$ cat src/verilog/rx_seq_regs.vh
`ifndef RX_SEQ_REGS_VH
`define RX_SEQ_REGS_VH
// Sampling period in ns and core clock period in ns
`define SAMPLE_PERIOD_NS 1600
`define CORE_PERIOD_NS 25
`define SAMPLE_DIV (`SAMPLE_PERIOD_NS / `CORE_PERIOD_NS)
// State codes
`define ST_INIT 4'h0
`define ST_CONFIG 4'h1
`define ST_SLEEP_CNT 4'h2
`define ST_IDWAIT_CNT 4'h3
`define ST_HDRWAIT_CNT 4'h4
`define ST_DATA_CNT 4'h5
`define ST_SLEEP_PIN 4'h6
`define ST_IDWAIT_PIN 4'h7
`define ST_IDSEND_PIN 4'h8
`define ST_HDRWAIT_PIN 4'h9
`define ST_DATA_PIN 4'ha
`define ST_RAW_PIN 4'hb
`define ST_TO_SLEEP 4'hc
// Header time-out in strobe periods
`define HDR_TIMEOUT 7'd66
// Identifier byte shift at 312.5 kBd: two sample periods per bit
`define ID_BIT_TICKS 2'd2
`endif

$ cat src/verilog/id_shifter.v
`timescale 1ns/10ps
`default_nettype none
// Shifts one byte MSB first, one bit per bit_tick
module id_shifter
(
    input wire clk_in,
    input wire rst_n_in,
    input wire load_in,
    input wire [7:0] byte_in,
    input wire bit_tick_in,
    output reg bit_out,
    output wire busy_out
);
    reg [7:0] sh_ff;
    reg [3:0] cnt_ff;
    assign busy_out = (cnt_ff != 4'h0);
    always @(posedge clk_in)
    begin
        if (!rst_n_in)
        begin
            sh_ff <= 8'h00;
            cnt_ff <= 4'h0;
            bit_out <= 1'b0;
        end
        else if (load_in)
        begin
            sh_ff <= byte_in;
            cnt_ff <= 4'h8;
        end
        else if (bit_tick_in && busy_out)
        begin
            bit_out <= sh_ff[7];
            sh_ff <= {sh_ff[6:0], 1'b0};
            cnt_ff <= cnt_ff - 4'h1;
        end
        else if (!busy_out && bit_tick_in)
        begin
            bit_out <= 1'b0;
        end
    end
endmodule
`default_nettype wire

$ cat src/verilog/rx_mode_seq.v
`include "rx_seq_regs.vh"
`timescale 1ns/10ps
`default_nettype none
module rx_mode_seq
(
    input wire CORE_CLK_IN,
    input wire RESET_N_IN,
    input wire CONFIG_HOLD_N_PIN_IN,
    input wire STROBE_PIN_IN,
    input wire STROBE_OSC_ENABLE_IN,
    input wire [1:0] SLEEP_RUN_RATIO_IN,
    input wire DATA_MANAGER_ENABLE_IN,
    input wire HEADER_PRESENT_FLAG_IN,
    input wire [7:0] ID_WORD_IN,
    input wire STROBE_TICK_IN,
    input wire ID_DETECT_IN,
    input wire ID_COMPL_IN,
    input wire HEADER_DETECT_IN,
    input wire HEADER_COMPL_IN,
    input wire MESSAGE_END_MARK_IN,
    input wire RX_DATA_IN,
    input wire RX_CLK_IN,
    input wire BYTE_DONE_IN,
    input wire DEMOD_IN,
    output reg [3:0] STATE_OUT,
    output reg RECEIVER_ON_OUT,
    output reg STROBE_OSC_ON_OUT,
    output reg SPI_SLAVE_OUT,
    output reg DEMOD_OUT_PIN_OUT,
    output reg MOSI_OUT,
    output reg SCLK_OUT,
    output reg SAMPLE_TICK_OUT
);
    reg [5:0] div_ff;
    reg [3:0] state_ff;
    reg [3:0] nxt_state;
    reg [3:0] target_ff;
    reg [3:0] nxt_target;
    reg [1:0] sleep_wait_ff;
    reg cfg_low_ff;
    reg [4:0] strobe_cnt_ff;
    reg [6:0] timeout_ff;
    reg compl_ff;
    reg pend_stop_ff;
    reg [1:0] bit_div_ff;
    reg id_load;
    wire id_bit;
    wire id_busy;
    wire tick;
    wire bit_tick;

    function [4:0] ratio_of;
        input [1:0] sel;
        begin
            case (sel)
                2'b00: ratio_of = 5'd3;
                2'b01: ratio_of = 5'd7;
                2'b10: ratio_of = 5'd15;
                default: ratio_of = 5'd31;
            endcase
        end
    endfunction

    // sample enable
    // Compared at full integer width so no bits are dropped
    assign tick = ({26'd0, div_ff} == `SAMPLE_DIV - 1);
    assign bit_tick = tick && (bit_div_ff == `ID_BIT_TICKS - 2'd1);

    always @(posedge CORE_CLK_IN)
    begin
        if (!RESET_N_IN)
        begin
            div_ff <= 6'h00;
            bit_div_ff <= 2'b00;
        end
        else
        begin
            div_ff <= tick ? 6'h00 : div_ff + 6'h01;
            if (tick)
                bit_div_ff <= bit_tick ? 2'b00 : bit_div_ff + 2'b01;
        end
    end

    id_shifter u_id
    (
        .clk_in(CORE_CLK_IN),
        .rst_n_in(RESET_N_IN),
        .load_in(id_load),
        .byte_in(ID_WORD_IN),
        .bit_tick_in(bit_tick),
        .bit_out(id_bit),
        .busy_out(id_busy)
    );

    wire hdr_on = DATA_MANAGER_ENABLE_IN && HEADER_PRESENT_FLAG_IN;
    wire id_hit = ID_DETECT_IN || ID_COMPL_IN;
    wire hdr_hit = HEADER_DETECT_IN || HEADER_COMPL_IN;
    wire [3:0] sleep_st = STROBE_OSC_ENABLE_IN ? `ST_SLEEP_CNT : `ST_SLEEP_PIN;

    always @*
    begin
        nxt_state = state_ff;
        nxt_target = target_ff;
        id_load = 1'b0;
        case (state_ff)
            `ST_INIT:
                nxt_state = sleep_st;
            `ST_CONFIG:
                if (CONFIG_HOLD_N_PIN_IN)
                begin
                    // leave config to a sleep state
                    nxt_state = sleep_st;
                end
            `ST_SLEEP_CNT:
                if (!STROBE_OSC_ENABLE_IN)
                    nxt_state = `ST_SLEEP_PIN;
                else if (STROBE_PIN_IN ||
                    strobe_cnt_ff == ratio_of(SLEEP_RUN_RATIO_IN))
                    nxt_state = `ST_IDWAIT_CNT;
            `ST_IDWAIT_CNT:
                if (id_hit)
                    nxt_state = hdr_on ? `ST_HDRWAIT_CNT : `ST_DATA_CNT;
                else if (STROBE_TICK_IN && !STROBE_PIN_IN)
                begin
                    nxt_state = `ST_TO_SLEEP;
                    nxt_target = `ST_SLEEP_CNT;
                end
            `ST_HDRWAIT_CNT:
                if (hdr_hit)
                    nxt_state = `ST_DATA_CNT;
                else if (timeout_ff >= `HDR_TIMEOUT)
                begin
                    nxt_state = `ST_TO_SLEEP;
                    nxt_target = `ST_SLEEP_CNT;
                end
            `ST_DATA_CNT:
                if (pend_stop_ff && BYTE_DONE_IN)
                begin
                    nxt_state = `ST_TO_SLEEP;
                    nxt_target = `ST_SLEEP_CNT;
                end
            `ST_SLEEP_PIN:
                if (STROBE_OSC_ENABLE_IN)
                    nxt_state = `ST_SLEEP_CNT;
                else if (STROBE_PIN_IN)
                    nxt_state = `ST_IDWAIT_PIN;
            `ST_IDWAIT_PIN:
                if (id_hit)
                begin
                    nxt_state = `ST_IDSEND_PIN;
                    id_load = 1'b1;
                end
            // Leave on a bit tick so the last ID bit keeps its full width
            `ST_IDSEND_PIN:
                if (!id_busy && bit_tick)
                    nxt_state = hdr_on ? `ST_HDRWAIT_PIN : `ST_DATA_PIN;
            `ST_HDRWAIT_PIN:
                if (hdr_hit)
                    nxt_state = `ST_DATA_PIN;
            `ST_DATA_PIN:
                if (MESSAGE_END_MARK_IN)
                    nxt_state = `ST_RAW_PIN;
            `ST_RAW_PIN:
                nxt_state = `ST_RAW_PIN;
            `ST_TO_SLEEP:
                if (sleep_wait_ff == 2'd1)
                    nxt_state = target_ff;
            default:
                nxt_state = `ST_INIT;
        endcase
        // strobe low in pin run states
        if (!STROBE_OSC_ENABLE_IN && !STROBE_PIN_IN &&
            state_ff >= `ST_IDWAIT_PIN && state_ff <= `ST_RAW_PIN)
        begin
            if (state_ff != `ST_DATA_PIN || BYTE_DONE_IN)
            begin
                nxt_state = `ST_TO_SLEEP;
                nxt_target = `ST_SLEEP_PIN;
            end
        end
        if (!STROBE_OSC_ENABLE_IN &&
            state_ff >= `ST_IDWAIT_CNT && state_ff <= `ST_HDRWAIT_CNT)
        begin
            nxt_state = `ST_TO_SLEEP;
            nxt_target = `ST_SLEEP_PIN;
        end
        if (cfg_low_ff && !CONFIG_HOLD_N_PIN_IN)
            nxt_state = `ST_CONFIG;
    end

    always @(posedge CORE_CLK_IN)
    begin
        if (!RESET_N_IN)
        begin
            state_ff <= `ST_INIT;
            target_ff <= `ST_SLEEP_CNT;
            sleep_wait_ff <= 2'd0;
            cfg_low_ff <= 1'b0;
            strobe_cnt_ff <= 5'd0;
            timeout_ff <= 7'd0;
            compl_ff <= 1'b0;
            pend_stop_ff <= 1'b0;
        end
        else if (tick)
        begin
            cfg_low_ff <= !CONFIG_HOLD_N_PIN_IN;
            state_ff <= nxt_state;
            target_ff <= nxt_target;
            if (nxt_state == `ST_TO_SLEEP && state_ff != `ST_TO_SLEEP)
                sleep_wait_ff <= 2'd2;
            else if (sleep_wait_ff != 2'd0)
                sleep_wait_ff <= sleep_wait_ff - 2'd1;
            if (state_ff != `ST_SLEEP_CNT)
                strobe_cnt_ff <= 5'd0;
            else if (STROBE_TICK_IN)
                strobe_cnt_ff <= strobe_cnt_ff + 5'd1;
            if (state_ff != `ST_HDRWAIT_CNT)
                timeout_ff <= 7'd0;
            else if (STROBE_TICK_IN)
                timeout_ff <= timeout_ff + 7'd1;
            if (HEADER_COMPL_IN && hdr_hit)
                compl_ff <= 1'b1;
            else if (state_ff == `ST_SLEEP_CNT || state_ff == `ST_SLEEP_PIN)
                compl_ff <= 1'b0;
            if (state_ff == `ST_DATA_CNT && MESSAGE_END_MARK_IN)
                pend_stop_ff <= 1'b1;
            else if (state_ff != `ST_DATA_CNT)
                pend_stop_ff <= 1'b0;
        end
    end

    // Outputs are registered so the pins never glitch on decode
    always @(posedge CORE_CLK_IN)
    begin
        if (!RESET_N_IN)
        begin
            STATE_OUT <= `ST_INIT;
            RECEIVER_ON_OUT <= 1'b0;
            STROBE_OSC_ON_OUT <= 1'b0;
            SPI_SLAVE_OUT <= 1'b0;
            DEMOD_OUT_PIN_OUT <= 1'b0;
            MOSI_OUT <= 1'b0;
            SCLK_OUT <= 1'b0;
            SAMPLE_TICK_OUT <= 1'b0;
        end
        else
        begin
            STATE_OUT <= state_ff;
            SAMPLE_TICK_OUT <= tick;
            RECEIVER_ON_OUT <= !(state_ff == `ST_SLEEP_CNT ||
                state_ff == `ST_SLEEP_PIN || state_ff == `ST_TO_SLEEP);
            STROBE_OSC_ON_OUT <= STROBE_OSC_ENABLE_IN;
            // slave only in config; demod is copied in every state
            SPI_SLAVE_OUT <= (state_ff == `ST_CONFIG);
            DEMOD_OUT_PIN_OUT <= DEMOD_IN;
            MOSI_OUT <= 1'b0;
            SCLK_OUT <= 1'b0;
            case (state_ff)
                `ST_IDSEND_PIN:
                    MOSI_OUT <= id_bit;
                `ST_DATA_CNT, `ST_DATA_PIN:
                    // raw without framing when manager off
                    if (DATA_MANAGER_ENABLE_IN)
                    begin
                        MOSI_OUT <= RX_DATA_IN ^ compl_ff;
                        SCLK_OUT <= RX_CLK_IN;
                    end
                    else
                        MOSI_OUT <= RX_DATA_IN;
                `ST_RAW_PIN:
                    MOSI_OUT <= RX_DATA_IN;
                default:
                    MOSI_OUT <= 1'b0;
            endcase
        end
    end
endmodule
`default_nettype wire

$ cat config.mk
export PLATFORM = sky130hd
export DESIGN_NAME = rx_mode_seq
export DESIGN_NICKNAME = d
export VERILOG_FILES = /design/src/verilog/id_shifter.v /design/src/verilog/rx_mode_seq.v
export VERILOG_INCLUDE_DIRS = /design/src /design/src/verilog
export SDC_FILE = /design/constraint.sdc
export NUM_CORES = 1
export LEC_CHECK = 0
export BUFFER_PORTS_ARGS = -buffer_cell sky130_fd_sc_hd__buf_2
export CAP_MARGIN = 25
export CORE_ASPECT_RATIO = 0.8
export CORE_UTILIZATION = 45
export CTS_BUF_LIST = sky130_fd_sc_hd__clkbuf_2
export DETAILED_ROUTE_END_ITERATION = 16
export GPL_ROUTABILITY_DRIVEN = 0
export GPL_TIMING_DRIVEN = 0
export SLEW_MARGIN = 30
export SYNTH_ARGS = -nofsm -noshare
export SYNTH_HDL_FRONTEND = slang
export SYNTH_HIERARCHICAL = 1
export SYNTH_SLANG_ARGS = --single-unit
export TNS_END_PERCENT = 10
$ cat constraint.sdc
create_clock -name CORE_CLK_IN -period 3.8 [get_ports CORE_CLK_IN]
set_input_delay 0.19 -clock CORE_CLK_IN [delete_from_list [all_inputs] [get_ports CORE_CLK_IN]]
set_output_delay 0.19 -clock CORE_CLK_IN [all_outputs]
set_load 0.05 [all_outputs]
## Yosys cells after proc, flatten, opt, wreduce, memory -nomap -nowiden

Index checks and enable logic that the tools add are counted.

| word-level totals | value |
|---|---|
| output and inout port bits | 11 |
| latch bits | 0 |
| register bits | 57 |
| memory bits (writable) | 0 |
| bits in read-only memories | 0 |
| logic and storage cells | 163 |
| memories kept | 0 |

| operators by class | value |
|---|---|
| multipliers | 0 |
| add/sub/neg operators | 6 |
| bitwise gates (word level) | 3 |
| reductions and logical operators | 47 |
| equality and inequality tests | 24 |
| divide/modulo/power cells | 0 |
| multiplexer cells | 56 |
| order comparisons | 5 |
| shift operators | 0 |

Operator list:

| cell | count |
|---|---|
| 2-to-1 mux 4 bit | 29 |
| one-hot mux 4 bit (13 select lines) | 1 |
| equality test 4 bit, second input constant | 6 |
| 2-to-1 mux 5 bit | 4 |
| equality test 4 x 3 -> 1 bit, second input constant | 4 |
| 2-to-1 mux 8 bit | 2 |
| nonzero test 2 bit | 8 |
| logical AND 1 bit | 15 |
| one-hot mux 5 bit (3 select lines) | 1 |
| 2-to-1 mux 7 bit | 2 |
| one-hot mux 4 bit (3 select lines) | 1 |
| AND reduction 2 bit | 6 |
| 2-to-1 mux 1 bit | 10 |
| equality test 4 x 2 -> 1 bit, second input constant | 2 |
| 2-to-1 mux 2 bit | 4 |
| != test 4 x 3 -> 1 bit, second input constant | 2 |
| != test 4 bit, second input constant | 2 |
| adder 7 x 1 -> 7 bit, second input constant | 1 |
| greater-or-equal comparator 7 bit, second input constant | 1 |
| adder 6 x 1 -> 6 bit, second input constant | 1 |
| equality test 2 x 1 -> 1 bit, second input constant | 3 |
| equality test 6 bit, second input constant | 1 |
| logical OR 1 bit | 6 |
| OR reduction 2 bit | 3 |
| 21 further kinds | 26 |

## Depth between registers and ports, before layout

Gate-level depths: netlist of the first run.

| logic depth | value |
|---|---|
| word-level depth | 17 |
| gate-level depth with buffers | 11 |
| gate-level depth less buffers | 9 |

## Modules after synthesis

Netlist of the first run, hierarchy kept.

Modules (own cells, without submodules):

| module | cells an instance | sequential area each (sq um) | area each (sq um) | times used |
|---|---|---|---|---|
| rx_mode_seq | 296 | 880.8 | 2,426.1 | 1 |
| id_shifter | 73 | 260.2 | 679.4 | 1 |

## Least setup slack after synthesis of the first run

No wires, ideal clock.

| timing path | value |
|---|---|
| path kind | flip-flop to flip-flop |
| start point | register div_ff[0] |
| end point | register u_id.cnt_ff[3] |
| path buffers | 2 |
| library setup time | 0.115 ns |
| arrival | 2.376 ns |
| setup slack | 1.309 ns |
| cell stages (with the launch flop) | 11 |
| path through | dfxtp_1 ha_1 nand3_1 nor2_1 clkbuf_1 buf_1 nand2_1 nor2_1 nor4b_1 mux2_1 o21a_1 |

| between the ends | value |
|---|---|
| word-level cells in the longest chain between the ends | 4 |

Ends and longest elaborated chain:

| item | RTL line | text |
|---|---|---|
| start: declaration | rx_mode_seq.v:34 | `reg [5:0] div_ff;` |
| start signal: assignment | rx_mode_seq.v:78 | `div_ff <= tick ? 6'h00 : div_ff + 6'h01;` |
| equality test 6 bit | rx_mode_seq.v:66 | `` assign tick = ({26'd0, div_ff} == `SAMPLE_DIV - 1); `` |
| logical AND 1 bit | rx_mode_seq.v:67 | `` assign bit_tick = tick && (bit_div_ff == `ID_BIT_TICKS - 2'd1); `` |
| net bit_tick | rx_mode_seq.v:50 | `wire bit_tick;` |
| logical AND 1 bit | id_shifter.v:30 | `else if (bit_tick_in && busy_out)` |
| nonzero test 2 bit (no source line) | - |  |
| end signal: assignment | id_shifter.v:34 | `cnt_ff <= cnt_ff - 4'h1;` |
| end: declaration | id_shifter.v:15 | `reg [3:0] cnt_ff;` |

The timed path passes the listed nets, and every way through them passes these cells.
A chain may end at the register's enable or synchronous reset.

## Worst setup path in the final report of the first run

Ends and elaborated chain as after synthesis.

==> impl_metrics.json, run 1 <==
{
  "status": "finished, final reports clean",
  "final_common_cell": "dfxtp_1",
  "worstSetupPathType": "reg -> reg",
  "fp.dieArea_um2": 7240,
  "path_max_fanout": 10,
  "min_period_ps": 3280,
  "crit_buf_inv": 2,
  "synth-main-ff-cell": "dfxtp_1",
  "clockBufferDepth": 2,
  "p_total_mw": 1.06,
  "ant_nets": 0,
  "cpMostUsedCell": "nor2_1",
  "r2r_setup_slack_ps": 520,
  "ir_drop_mv": 0.181,
  "slew_violations": 0,
  "cts_buffers": 9,
  "slowest_delay_ps": 460,
  "clk_pin_slew_ps": 170,
  "yosysTopAreaCell": "dfxtp_1",
  "synthCells": 369,
  "relSlewSlack_pct": 54.3,
  "drt_iter0_markers": 270,
  "cp-startpoint": "div_ff[0]$_SDFF_PP0_",
  "async_reset_ff_share_pct": 0,
  "synth_edf_count": 0,
  "io_buffers": 36,
  "via_per_inst": 5.69,
  "crit_slowest_cell": "buf_1",
  "final_cell_mix": "dfxtp_1 (57), buf_2 (45), nand2_1 (36)",
  "routedWlPerCell_um": 16.1,
  "startpoint_type": "register",
  "syn_nets": 403,
  "grt_overflow_total": 0,
  "reg2reg_from": "div_ff[0]$_SDFF_PP0_",
  "first_global_vias": 2697,
  "power.density_nw_per_um2": 295,
  "syn_area_um2": 3110,
  "synthTopCellsByArea": "dfxtp_1 (37%), nand2_1 (4.4%), and2_1 (3.0%)",
  "die_w_um": 94.9,
  "cts_root_buf": "clkbuf_2",
  "hold_depth": 3,
  "synth-seq-cells": 57,
  "rows": 26,
  "synth.avg_cell_area_um2": 8.42,
  "fmax_mhz": 305,
  "drc": 0,
  "routed_wl_um": 8260,
  "die_y_um": 76.3,
  "worstHoldStart": "ID_WORD_IN[6]",
  "fin_crit_sh_pct": 86.3,
  "whs_endpoint": "u_id/sh_ff[6]$_SDFFE_PN0P_",
  "hold_slack_ps": 22.9,
  "cts_tree": "built",
  "leakage_nw": 1.38,
  "finalHoldViolCount": 0,
  "synth.distinct_cells": 67,
  "drv_cap": 0,
  "grt_pass1_wl_um": 13400,
  "antenna_found_initial": 0,
  "crit_family": "simple AND/OR/NAND/NOR gates",
  "final.setup.tns_ps": 0,
  "seq_area_frac_synth_pct": 36.7,
  "cp_cell_sequence": "ha_1 -> nand3_1 -> nor2_1 -> clkbuf_1 -> buf_1 -> nand2_1 -> nor2_1 -> nor4b_1 -> mux2_1 -> o21a_1",
  "worst_ep_arrival_time_ps": 3680,
  "n_antenna_cell": 0,
  "worstSkewPairLatency_ps": 500,
  "post-route-util_pct": 55.0,
  "core_area_um2": 6540,
  "worst_slew_pin_slew_ps": 675,
  "io_pins": 38,
  "required_ps": 4200,
  "syn2layout_area_growth_pct": 15.8,
  "yosys_warnings": 6,
  "num-nets-final": 460,
  "synth_top_area_share_pct": 36.7,
  "grt_use_total_pct": 24.4,
  "reg2reg_depth": 10,
  "layout-drive-gt1-share_pct": 17.9,
  "grt_max_degree": 11,
  "end_kind": "register",
  "fin_skew_ps": 16.9,
  "r2r-end": "u_id/cnt_ff[3]$_SDFFE_PN0P_",
  "cts_num_sinks": 57,
  "hpwl_um": 5980,
  "start_util_pct": 47.5,
  "drtPass1Iterations": 5,
  "final-setup-viol-count": 0,
  "h-tree-depth": 3,
  "hp-class": "in -> reg",
  "dr_total_vias": 2926,
  "cp.depth": 10,
  "rsz0062_at_grt": "false"
}
power breakdown:
group          internal [mW]  switching, mW  total [mW]
registers              0.603        0.00325       0.607
clock network          0.151          0.232       0.383
logic                 0.0318         0.0413      0.0731
total                  0.786          0.276        1.06
state kept, by name (all words and copies together), names as in the netlist:
name	cells
u_id/sh_ff	8
timeout_ff	7
div_ff	6
strobe_cnt_ff	5
STATE_OUT	4
state_ff	4
target_ff	4
u_id/cnt_ff	4
bit_div_ff	2
sleep_wait_ff	2
DEMOD_OUT_PIN_OUT	1
MOSI_OUT	1
RECEIVER_ON_OUT	1
SAMPLE_TICK_OUT	1
SCLK_OUT	1
SPI_SLAVE_OUT	1
STROBE_OSC_ON_OUT	1
cfg_low_ff	1
compl_ff	1
pend_stop_ff	1
u_id/bit_out	1
metal layers:
metal	vias to the layer above	GRT usage [%]	part of all wire, %	wire, um
met1	1368	35.5	50	4130
met2	113	35.1	42	3470
li1	1436	-	-	-
met3	9	6.19	6.8	564
met5	-	0	0	0
met4	0	6.82	1.2	98
layout make-up:
type	count	area [um^2]
fillers	629	2940
multi-input cells	277	1820
flip-flops and latches	57	1140
repair buffers	46	280
well taps	84	105
plain buffers	20	97.6
inverters	15	56.3
clock buffers	11	55.1
clock inverters	4	45.0
cell families (layout without fill, tap and decap cells):
kind of cell / count (synthesis) / count (layout) / synth area share, %
flops: 57 / 57 / 36.7
simple gates: 162 / 162 / 29.1
buf+inv: 35 / 96 / 4.96
compound gates: 93 / 93 / 22.0
fa+ha+maj: 8 / 8 / 3.14
mux: 2 / 2 / 0.685
xor+xnor: 12 / 12 / 3.38
worst max path at each step:
stage / slack, ps / to
final: 520 / u_id/cnt_ff[3]$_SDFFE_PN0P_
after global routing: 90 / u_id/cnt_ff[3]$_SDFFE_PN0P_
after CTS: 520 / u_id/cnt_ff[3]$_SDFFE_PN0P_
after detailed placement: 580 / u_id/cnt_ff[3]$_SDFFE_PN0P_
after global placement: 590 / u_id/cnt_ff[3]$_SDFFE_PN0P_
after floorplan: 1310 / u_id/cnt_ff[3]$_SDFFE_PN0P_
tightest hold or removal path, delay by kind of cell:
kind | cells | cell delay, ps
compound gates | 2 | 230
buf+inv | 1 | 80
Yosys cell counts, types with 2 or more instances:
cell	n
dfxtp_1	57
nand2_1	36
nor2_1	25
nand3_1	18
a21oi_1	17
and2_1	15
inv_1	14
nand2b_1	14
nor2b_1	12
nand4_1	10
o21ai_0	10
buf_2	9
xor2_1	9
clkbuf_1	8
o21a_1	8
ha_1	7
and3_1	6
a21boi_0	4
a21boi_1	4
a31oi_1	4
a32o_1	4
nor3b_1	4
o211ai_1	4
o31ai_1	4
a211o_1	3
nor3_1	3
nor4_1	3
o22ai_1	3
o311ai_0	3
xnor2_1	3
a211oi_1	2
a21oi_2	2
a22oi_1	2
nand3b_1	2
nor4b_1	2
o211a_1	2
o21ai_1	2
o21bai_1	2
or2_1	2
or2_2	2
or3_1	2
metrics by stage:
| stage | setup WS (ps) | instance area [um^2] | instances |
|---|---|---|---|
| after global routing | 93.9 | 3600 | 514 |
| after detailed placement | 578 | 3400 | 489 |
| after CTS | 518 | 3600 | 514 |
| final | 522 | 3600 | 514 |
| after global placement | 588 | 3390 | 489 |
| after floorplan | 1310 | 3110 | 369 |
repair_timing:
item / CTS / global route
endpoints found under the setup margin: 0 / 0
hold buffers: 10 / 0
buffers inserted: 0 / 0
gates resized for setup: 0 / 0
endpoints found under the hold margin: 9 / 0
Power figures use the tool's default switching activity.
==> run 2, diff against run 1 <==
- CORE_MARGIN: not set -> 3
- CORE_UTILIZATION: 45 -> 47
- PLACE_DENSITY: not set -> 0.67
==> run 2 against run 1 <==
Register-to-register slack improved by 60 ps. Setup slack improved by 63 ps. Die area increased by 5.3%. Sequential power about the same. Via count increased by 0.27%. Total power decreased by 6.6%. First-iteration DRC count decreased by 14%. Hold slack improved by 23 ps. Maximum frequency increased by 1.9%. Sequential share of layout area increased by 0.23 points. Clock power decreased by 19%. Combinational power increased by 2%.
==> impl_metrics.json, run 2 (synthesis gave the netlist of run 1 again) <==
{
  "drtPass1Iterations": 5,
  "dr_total_vias": 2934,
  "power_switching_mw": 0.272,
  "seqPwrFrac_pct": 61.2,
  "routedWlPerCell_um": 15.8,
  "clockBufferDepth": 2,
  "final-setup-viol-count": 0,
  "fin_crit_sh_pct": 84.6,
  "worst_slew_pin_slew_ps": 650,
  "final_common_cell": "dfxtp_1",
  "cts_buffers": 9,
  "wl_met1_um": 4000,
  "cts_hold_buf": 9,
  "layout-drive-gt1-share_pct": 17.6,
  "setup_slack_ps": 585,
  "largest_reg_flops": 8,
  "hp-class": "in -> reg",
  "fin_skew_ps": 33.8,
  "worstHoldStart": "CONFIG_HOLD_N_PIN_IN",
  "clockPowerShare_pct": 31.3,
  "worst_ep_arrival_time_ps": 3600,
  "drv_cap": 0,
  "cts_tree": "built",
  "first_global_vias": 2745,
  "met2_length_um": 3380,
  "die_w_um": 96.9,
  "grt_use_total_pct": 21.5,
  "whs_endpoint": "cfg_low_ff$_SDFFE_PN0P_",
  "r2r_setup_slack_ps": 580,
  "core_area_um2": 6160,
  "final_cells": 512,
  "via_per_inst": 5.73,
  "final.setup.tns_ps": 0,
  "io_pins": 38,
  "ir_drop_mv": 0.242,
  "swShare_pct": 27.5,
  "hpwl_um": 5780,
  "grt_max_degree": 11,
  "start_util_pct": 50.4,
  "die_y_um": 78.7,
  "worstSkewPairLatency_ps": 510,
  "regMostFlops": "u_id/sh_ff",
  "min_period_ps": 3220,
  "r2r-end": "u_id/cnt_ff[3]$_SDFFE_PN0P_",
  "syn2layout_area_growth_pct": 14.9,
  "reg2reg_from": "div_ff[0]$_SDFF_PP0_",
  "combPwrFrac_pct": 7.5,
  "power.density_nw_per_um2": 278,
  "end_kind": "register",
  "status": "finished, final reports clean",
  "h-tree-depth": 3,
  "num-nets-final": 460,
  "pre_cts_ws_ps": 597,
  "post-route-util_pct": 57.9,
  "p_int_mw": 0.720,
  "hold_depth": 3,
  "cts_num_sinks": 57,
  "rsz0062_at_grt": "false",
  "leakage_nw": 1.37,
  "rows": 25,
  "maxUsedRoutingLayer": "met4",
  "dr_wl_met3_um": 590,
  "post_cts_buffers": 0,
  "drc": 0,
  "fp.dieArea_um2": 7620,
  "postPlaceCellArea_um2": 3390,
  "n_fill_cell": 561,
  "io_buffers": 36,
  "cts_root_buf": "clkbuf_2",
  "worstSetupPathType": "reg -> reg",
  "antenna_found_initial": 0,
  "final_cell_mix": "dfxtp_1 (57), buf_2 (45), nand2_1 (36)",
  "grt_pass1_wl_um": 13200,
  "grt_overflow_total": 0,
  "startpoint_type": "register",
  "postLayoutCellArea_um2": 3570,
  "slew_violations": 0,
  "required_ps": 4190,
  "reg2reg_depth": 10,
  "fmax_mhz": 311,
  "top_regs": "u_id/sh_ff (8), timeout_ff (7), div_ff (6)",
  "relSlewSlack_pct": 56.5,
  "post_cts_resized": 0,
  "clk_pin_slew_ps": 160,
  "drt_iter0_markers": 231,
  "finalHoldViolCount": 0,
  "path_max_fanout": 10,
  "n_antenna_cell": 0,
  "dp.cells": 486,
  "ant_nets": 0,
  "routed_wl_um": 8110
}
-- run 2: layout make-up --
| type | instances | area (um^2) | share of cell area (%) |
|---|---|---|---|
| sequential | 57 | 1140 | 32.0 |
| buffer | 20 | 97.6 | 2.73 |
| multi-input combinational | 277 | 1820 | 50.9 |
| clock inverter | 5 | 22.5 | 0.631 |
| tap | 81 | 101 | 2.84 |
| timing repair buffer | 46 | 280 | 7.85 |
| clock buffer | 11 | 55.1 | 1.54 |
| inverter | 15 | 56.3 | 1.58 |
-- run 2: worst max-delay path by stage --
stage                    startpoint                     endpoint  slack [ps]
2_1_floorplan  div_ff[0]$_SDFF_PP0_  u_id/cnt_ff[3]$_SDFFE_PN0P_        1310
3_3_place_gp   div_ff[0]$_SDFF_PP0_  u_id/cnt_ff[3]$_SDFFE_PN0P_         610
3_5_place_dp   div_ff[0]$_SDFF_PP0_  u_id/cnt_ff[3]$_SDFFE_PN0P_         600
4_1_cts        div_ff[0]$_SDFF_PP0_  u_id/cnt_ff[3]$_SDFFE_PN0P_         550
5_1_grt        div_ff[0]$_SDFF_PP0_  u_id/cnt_ff[3]$_SDFFE_PN0P_         310
6_report       div_ff[0]$_SDFF_PP0_  u_id/cnt_ff[3]$_SDFFE_PN0P_         580
-- run 2: per-stage QoR --
stage	hold slack, ps	power [mW]
2_1_floorplan	312	0.654
3_3_place_gp	398	0.684
3_5_place_dp	401	0.685
4_1_cts	1.42	1.00
5_1_grt	12.7	1.04
6_report	45.7	0.992
-- run 2: power by group through the flow --
stage	combinational (mW)	sequential (mW)	clock, mW
3_3_place_gp	0.0644	0.619	0
4_1_cts	0.0730	0.607	0.322
2_1_floorplan	0.0290	0.625	0
6_report	0.0745	0.607	0.311
3_5_place_dp	0.0657	0.619	0
5_1_grt	0.0814	0.608	0.349
-- run 2: metal layers --
| metal | vias up | GRT usage [%] |
|---|---|---|
| li1 | 1440 | - |
| met1 | 1366 | 30.3 |
| met2 | 114 | 31.7 |
| met3 | 14 | 5.88 |
| met4 | 0 | 7.43 |
| met5 | - | 0 |
-- run 2: worst max-delay path, stage by stage (launching register included) --
cell,delay [ps]
dfxtp_1,380
ha_1,220
nand3_1,130
nor2_1,230
clkbuf_1,410
buf_1,450
nand2_1,130
nor2_1,310
nor4b_1,340
mux2_1,370
o21a_1,160
